**src/rtl/csx_pkg.sv**
```systemverilog
// constants for the coast-stop and external-fault control block
// assumes a 200 MHz mclk; no register bus, all settings are ports
package csx_pkg;
    localparam int unsigned N_TERM = 7;
    localparam int unsigned TERM_SEL_W = 3;
    localparam logic [7:0] FAULT_CODE_NONE = 8'h00;
    localparam logic [7:0] FAULT_CODE_EXT = 8'h0C;
    localparam logic [7:0] OPT_COAST = 8'h0B;
    localparam logic [7:0] OPT_EXT_FAULT = 8'h0C;
    localparam int unsigned CLK_MHZ = 200;
    localparam int unsigned DEBOUNCE_NS = 50;
    localparam int unsigned DEBOUNCE_CYC = (DEBOUNCE_NS * CLK_MHZ + 999) / 1000;
    localparam int unsigned DELAY_TICK_NS = 100;
    localparam int unsigned DELAY_TICK_CYC = (DELAY_TICK_NS * CLK_MHZ) / 1000;
    localparam int unsigned DELAY_W = 16;
    localparam int unsigned HIST_DEPTH = 4;
    typedef enum logic [2:0] {
        CSX_STOP, CSX_RUN, CSX_COAST, CSX_WAIT, CSX_TRIP
    } csx_state_e;
endpackage

```
**src/rtl/csx_debounce.sv**
```systemverilog
// one terminal: polarity, sync, and debounce filter
// assumes terminal levels already synchronous to mclk
`timescale 1ns/10ps
`default_nettype none
module csx_debounce #(
    parameter int unsigned CYC = 10
) (
    input wire logic mclk,
    input wire logic rst_n,
    input wire logic raw,
    input wire logic active_low,
    output logic level
);
    logic s1_reg;
    logic s2_reg;
    logic [7:0] cnt_reg;

    // two-stage sample then stability count
    always_ff @(posedge mclk) begin
        if (!rst_n) begin
            s1_reg <= 1'b0;
            s2_reg <= 1'b0;
            cnt_reg <= 8'h00;
            level <= 1'b0;
        end else begin
            s1_reg <= raw ^ active_low;
            s2_reg <= s1_reg;
            if (s2_reg == level) begin
                cnt_reg <= 8'h00;
            end else if (cnt_reg == 8'(CYC - 1)) begin
                cnt_reg <= 8'h00;
                level <= s2_reg;
            end else begin
                cnt_reg <= cnt_reg + 8'h01;
            end
        end
    end
endmodule
`default_nettype wire

```
**src/rtl/csx_ctrl.sv**
```systemverilog
// drive sequencing for coast stop and external fault trip
// assumes synchronous terminals, settings held stable while running
`timescale 1ns/10ps
`default_nettype none
//Contract
// - coast-stop asserted cuts drive output at once, motor coasts
// - coast-stop released with run still requested resumes drive
// - restart mode picks zero-frequency start or speed-matched start
// - restart delay holds off resumption; zero delay means no wait
// - rising external-fault edge trips, stops output, shows code 12
// - on trip motor coasts and alarm asserts immediately
// - fault input falling neither trips nor clears; trip persists
// - a clear pulse, keypad stop, reset or power cycle clears trip, returning to stopped
// - the last four trip events stay in history until reset
// - reset clears alarm and fault; run held restarts on release
// - with start guard, no self restart; needs fresh run edge or fresh clear pulse
module csx_ctrl #(
    parameter int unsigned N_TERM = csx_pkg::N_TERM
) (
    input wire logic mclk,
    input wire logic rst_n,
    input wire logic [N_TERM-1:0] term_in,
    input wire logic [N_TERM-1:0] term_active_low,
    input wire logic [csx_pkg::TERM_SEL_W-1:0] coast_stop_sel,
    input wire logic [csx_pkg::TERM_SEL_W-1:0] ext_fault_sel,
    input wire logic run_req,
    input wire logic fault_clear_input,
    input wire logic keypad_stop,
    input wire logic restart_mode_select,
    input wire logic [csx_pkg::DELAY_W-1:0] restart_delay_time,
    input wire logic powerup_restart_guard,
    output logic drive_en,
    output logic match_speed,
    output logic coasting,
    output logic alarm_out,
    output logic [7:0] fault_code,
    output logic [7:0] fault_count,
    output logic [8*csx_pkg::HIST_DEPTH-1:0] fault_history
);
    logic [N_TERM-1:0] lvl;
    logic coast_stop_input;
    logic external_fault_input;
    logic ext_prev_reg;
    logic run_prev_reg;
    logic clr_prev_reg;
    logic ext_rise;
    logic run_rise;
    logic clear_event;
    logic guard_hold_reg;
    logic key_prev_reg;
    logic fresh_clear;
    csx_pkg::csx_state_e state_reg;
    csx_pkg::csx_state_e state_next;
    logic [csx_pkg::DELAY_W-1:0] delay_cnt_reg;
    logic [7:0] tick_reg;
    logic [7:0] hist_reg [csx_pkg::HIST_DEPTH];

    // pick a terminal's filtered level by index
    function automatic logic pick(input logic [N_TERM-1:0] v,
                                  input logic [csx_pkg::TERM_SEL_W-1:0] s);
        pick = (32'(s) < N_TERM) ? v[s] : 1'b0;
    endfunction

    // per-terminal polarity and filter
    for (genvar i = 0; i < N_TERM; i++) begin : g_term
        csx_debounce #(.CYC(csx_pkg::DEBOUNCE_CYC)) u_db (
            .mclk(mclk),
            .rst_n(rst_n),
            .raw(term_in[i]),
            .active_low(term_active_low[i]),
            .level(lvl[i])
        );
    end

    // function routing to terminals
    assign coast_stop_input = pick(lvl, coast_stop_sel);
    assign external_fault_input = pick(lvl, ext_fault_sel);
    assign ext_rise = external_fault_input & ~ext_prev_reg;
    assign run_rise = run_req & ~run_prev_reg;
    assign clear_event = (fault_clear_input & ~clr_prev_reg) | keypad_stop;
    // a fresh clear pulse outside trip also lifts the start guard
    assign fresh_clear = (fault_clear_input & ~clr_prev_reg) |
                         (keypad_stop & ~key_prev_reg);

    // edge history flops
    always_ff @(posedge mclk) begin
        if (!rst_n) begin
            ext_prev_reg <= 1'b0;
            run_prev_reg <= 1'b0;
            clr_prev_reg <= 1'b0;
            key_prev_reg <= 1'b0;
        end else begin
            ext_prev_reg <= external_fault_input;
            run_prev_reg <= run_req;
            clr_prev_reg <= fault_clear_input;
            key_prev_reg <= keypad_stop;
        end
    end

    // start guard: after a trip clear, wait for fresh run edge or fresh clear pulse
    always_ff @(posedge mclk) begin
        if (!rst_n) begin
            guard_hold_reg <= 1'b0;
        end else if (state_reg == csx_pkg::CSX_TRIP && clear_event) begin
            guard_hold_reg <= powerup_restart_guard;
        end else if (run_rise || !run_req || fresh_clear) begin
            guard_hold_reg <= 1'b0;
        end
    end

    // next state
    always_comb begin
        state_next = state_reg;
        case (state_reg)
            csx_pkg::CSX_STOP: begin
                if (run_req && !guard_hold_reg && !coast_stop_input) begin
                    state_next = csx_pkg::CSX_RUN;
                end
            end
            csx_pkg::CSX_RUN: begin
                if (coast_stop_input) begin
                    state_next = csx_pkg::CSX_COAST;
                end else if (!run_req) begin
                    state_next = csx_pkg::CSX_STOP;
                end
            end
            csx_pkg::CSX_COAST: begin
                if (!coast_stop_input) begin
                    if (!run_req) begin
                        state_next = csx_pkg::CSX_STOP;
                    end else if (restart_delay_time == '0) begin
                        state_next = csx_pkg::CSX_RUN;
                    end else begin
                        state_next = csx_pkg::CSX_WAIT;
                    end
                end
            end
            csx_pkg::CSX_WAIT: begin
                if (coast_stop_input) begin
                    state_next = csx_pkg::CSX_COAST;
                end else if (!run_req) begin
                    state_next = csx_pkg::CSX_STOP;
                end else if (delay_cnt_reg == '0) begin
                    state_next = csx_pkg::CSX_RUN;
                end
            end
            csx_pkg::CSX_TRIP: begin
                if (clear_event) begin
                    state_next = csx_pkg::CSX_STOP;
                end
            end
            default: state_next = csx_pkg::CSX_STOP;
        endcase
        if (ext_rise) begin
            state_next = csx_pkg::CSX_TRIP;
        end
    end

    // state register
    always_ff @(posedge mclk) begin
        if (!rst_n) begin
            state_reg <= csx_pkg::CSX_STOP;
        end else begin
            state_reg <= state_next;
        end
    end

    // restart delay count in 100 ns ticks
    always_ff @(posedge mclk) begin
        if (!rst_n) begin
            delay_cnt_reg <= '0;
            tick_reg <= 8'h00;
        end else if (state_reg != csx_pkg::CSX_WAIT) begin
            delay_cnt_reg <= restart_delay_time;
            tick_reg <= 8'h00;
        end else if (tick_reg == 8'(csx_pkg::DELAY_TICK_CYC - 1)) begin
            tick_reg <= 8'h00;
            if (delay_cnt_reg != '0) begin
                delay_cnt_reg <= delay_cnt_reg - 1'b1;
            end
        end else begin
            tick_reg <= tick_reg + 8'h01;
        end
    end

    // drive outputs follow next state so cut is immediate
    always_ff @(posedge mclk) begin
        if (!rst_n) begin
            drive_en <= 1'b0;
            coasting <= 1'b0;
            match_speed <= 1'b0;
        end else begin
            drive_en <= (state_next == csx_pkg::CSX_RUN);
            coasting <= (state_next == csx_pkg::CSX_COAST) ||
                        (state_next == csx_pkg::CSX_WAIT) ||
                        (state_next == csx_pkg::CSX_TRIP);
            if (state_next == csx_pkg::CSX_RUN && state_reg != csx_pkg::CSX_RUN) begin
                match_speed <= restart_mode_select &&
                               (state_reg != csx_pkg::CSX_STOP);
            end else if (state_next != csx_pkg::CSX_RUN) begin
                match_speed <= 1'b0;
            end
        end
    end

    // alarm and code
    always_ff @(posedge mclk) begin
        if (!rst_n) begin
            alarm_out <= 1'b0;
            fault_code <= csx_pkg::FAULT_CODE_NONE;
        end else if (ext_rise) begin
            alarm_out <= 1'b1;
            fault_code <= csx_pkg::FAULT_CODE_EXT;
        end else if (state_reg == csx_pkg::CSX_TRIP && clear_event) begin
            alarm_out <= 1'b0;
            fault_code <= csx_pkg::FAULT_CODE_NONE;
        end
    end

    // fault history: kept across trip clear, wiped only by reset
    always_ff @(posedge mclk) begin
        if (!rst_n) begin
            fault_count <= 8'h00;
            for (int k = 0; k < csx_pkg::HIST_DEPTH; k++) begin
                hist_reg[k] <= csx_pkg::FAULT_CODE_NONE;
            end
        end else if (ext_rise) begin
            if (fault_count != 8'hFF) begin
                fault_count <= fault_count + 8'h01;
            end
            hist_reg[0] <= csx_pkg::FAULT_CODE_EXT;
            for (int k = 1; k < csx_pkg::HIST_DEPTH; k++) begin
                hist_reg[k] <= hist_reg[k-1];
            end
        end
    end

    // history flattening, newest in low byte
    always_comb begin
        for (int k = 0; k < csx_pkg::HIST_DEPTH; k++) begin
            fault_history[8*k +: 8] = hist_reg[k];
        end
    end
endmodule
`default_nettype wire

```
**config.mk**
```make
export PLATFORM = sky130hd
export DESIGN_NAME = csx_ctrl
export DESIGN_NICKNAME = d
export VERILOG_FILES = /design/src/rtl/csx_pkg.sv /design/src/rtl/csx_debounce.sv /design/src/rtl/csx_ctrl.sv
export SDC_FILE = /design/constraint.sdc
export NUM_CORES = 1
export LEC_CHECK = 0
export ABC_AREA = 1
export BUFFER_PORTS_ARGS = -buffer_cell sky130_fd_sc_hd__buf_2
export CAP_MARGIN = 15
export CORE_UTILIZATION = 52
export DETAILED_ROUTE_END_ITERATION = 10
export HOLD_SLACK_MARGIN = 0.02
export PLACE_DENSITY = 0.77
export SYNTH_ARGS = -nofsm -noshare
export SYNTH_HDL_FRONTEND = slang
export SYNTH_SLANG_ARGS = --single-unit
```
**constraint.sdc**
```tcl
create_clock -name mclk -period 1.45 [get_ports mclk]
set_input_delay 0.29 -clock mclk [delete_from_list [all_inputs] [get_ports mclk]]
set_output_delay 0.29 -clock mclk [all_outputs]
set_load 0.005 [all_outputs]
```
==> qor.csv <==
metric;value;unit
cts_htree_levels;4;
grt.total_usage;0.2198;
drtIter0Drc;294;
place_congestion;0.8557;
power-per-cell-area;1121;nW/um2
cts_tree;done;
ant_nets;0;
dp_slack;-110.3;ps
synth_top_area_frac;0.3948;
timing_hold_violations_final;0;
rsz0062_at_grt;true;
layout_setup_ws;-141.3;ps
die-area;12340;um2
crit_path_end_kind;register;
grt.overflow.total;0;
min_path_type;in -> reg;
r2r_slack;-140;ps
clock_latency;420;ps
cts_buffers;17;
wl_per_cell;12.45;um
fmax;628.4;MHz
ios;95;
crit_chain;inv_2, ha_4, nand2_4, nor2_4, buf_6, nand3_2, nor2_2, nand3_1, o21ai_1, nor2_1;
cts-hold-fix-buffers;0;
layout.nets;1040;
cts_buffer_depth;2;
timing.rr.end;delay_cnt_reg[12];
finalCriticalPeriod;1591;ps
synth_top_area_cell;dfxtp_1;
min_from;term_in[2];
dp_cells;1093;
holdWs;109.6;ps
die_y;111.1;um
timing.rr.start;delay_cnt_reg[0];
area_growth;26.42;%
setup.worst_path.class;reg -> reg;
vdd_drop_max;0.5925;mV
grt_max_degree;17;
synth.avg_cell_area;7.193;um2
dr.pass1.iters;8;
synth_edf_count;3;
p_leak;3.505;nW
finalCoreUtilization;0.6791;
min_to;g_term[2].u_db.s1_reg;
instances_no_fill;1136;
outcome;finished with violations;
dp.final_hpwl;9.229;mm
io_buffers;64;
core;11520;um2
largest_reg_flops;56;
synth_warnings;0;
ys_seq_area_frac;0.4094;
clock-root-buffer;clkbuf_16;
vias;5742;
initial_core_util;0.5372;
r2r_cells;10;
ys.flop_type;dfxtp_1;
whs_path_depth;3;
synthCells;860;
start_kind;register;
critPathRequiredTime;1750;ps
drc;10;
slew_headroom;0.6637;
worst-slew-pin-transition;499.9;ps
ys_seq_elements;125;
clkSinkCount;125;
grt_antenna_before_repair;0;
synth_commonest_cells;nand2_1 (145), nor2_1 (134), dfxtp_1 (122), inv_1 (116), nand3_1 (70);
rows;39;
syn_area;6186;um2
slew_viol_final;0;
fin_skew;10.54;ps
chipWidth;111.1;um
max_stage_delay;320;ps
wirelength;14.15;mm
cp.arrival;1890;ps
synth_cell_types;35;
cp_max_fo;3;
crit_slowest_cell;dfxtp_2;
setup_viol;18;
violations;DRC, setup timing;
via_per_inst;5.055;
antenna_cells;0;
grt_pass1_wl;21.96;mm
grt_pass1_vias;5054;
yosys.cell_count.top_type;nand2_1;
period_share;1.097;
clkSlewWorstSetupHoldPaths;60;ps
power;0.008769;W
layout-drive-gt1-share;0.2296;
cap_violations;0;
async_flop_share;0;
synthTopCellsByArea;dfxtp_1 (39%), nand2_1 (8.8%), nor2_1 (8.1%);
-- cell families after synthesis --
| kind of cell | synth area share |
|---|---|
| other cells | 0.0006062 |
| fa+ha+maj | 0.03438 |
| buf+inv | 0.1305 |
| compound gates | 0.08273 |
| flops | 0.4094 |
| xor+xnor | 0.03823 |
| simple gates | 0.3042 |
-- layout by cell type (no fill, tap or decap), types with 5 or more instances in the layout --
master and count:
a21oi_2 5, nand2_1 140, clkbuf_16 18, nor3_1 19, ha_1 15, nand4_1 10, nor2_2 14, inv_2 7
conb_1 30, nor3b_1 19, o21ai_0 34, xor2_1 13, dfxtp_2 10, nor2_1 118, buf_4 49, dfxtp_1 112
inv_6 5, nand3_2 10, a21oi_1 52, nor4_1 6, nor2_4 5, buf_2 64, xnor2_1 13, nand3_1 60
inv_1 111
-- stage by stage --
step | cell area [um2] | setup TNS [ps]
after detailed placement | 6794 | -1054
after floorplan | 6307 | 0
after global routing | 7820 | -2258
after global placement | 6794 | -332.0
final | 7820 | -756.9
after CTS | 7498 | 0
-- what timing repair did --
action	4_1_cts	5_1_grt
buffers inserted	1	7
cloned	1	2
pin swaps	3	24
endpoints found under the setup margin	17	61
gates resized for setup	15	71
hold endpoints to repair	0	0
-- worst max-delay path by stage --
| stage | from | slack [ps] | endpoint |
|---|---|---|---|
| after detailed placement | tick_reg[0] | -110 | delay_cnt_reg[6] |
| after global routing | tick_reg[0] | -190 | delay_cnt_reg[7] |
| after floorplan | delay_cnt_reg[0] | 4 | delay_cnt_reg[12] |
| after CTS | state_reg[2] | 2 | delay_cnt_reg[7] |
| final | delay_cnt_reg[0] | -140 | delay_cnt_reg[12] |
| after global placement | tick_reg[0] | -50 | delay_cnt_reg[1] |
-- routing by layer --
metal / GRT usage / part of all wire / wire [um]
met1: 0.2746 / 0.44 / 6280
met2: 0.3669 / 0.48 / 6855
met3: 0.05303 / 0.046 / 651
met4: 0.08378 / 0.025 / 359
met5: 0 / 0 / 0
-- power breakdown --
group / switching [W] / internal, W
Sequential: 0.0000604 / 0.00354
Combinational: 0.000410 / 0.000288
Clock: 0.00163 / 0.00284
-- critical path: cells and delay by family (launching register included) --
family          cells  cell delay (ps)
compound gates      1              200
buf+inv             2              220
simple gates        6              560
fa+ha+maj           1              160
flops               1              320
-- final cells by class --
type | count | area [um2]
Fill cell | 906 | 3696
Multi-Input combinational cell | 597 | 3253
Sequential cell | 125 | 2545
Timing Repair Buffer | 117 | 733.2
Inverter | 121 | 471.7
Clock buffer | 18 | 450.4
Clock inverter | 14 | 178.9
Tap cell | 143 | 178.9
Timing Repair inverter | 1 | 8.758
(Power assumes the default switching activity.)
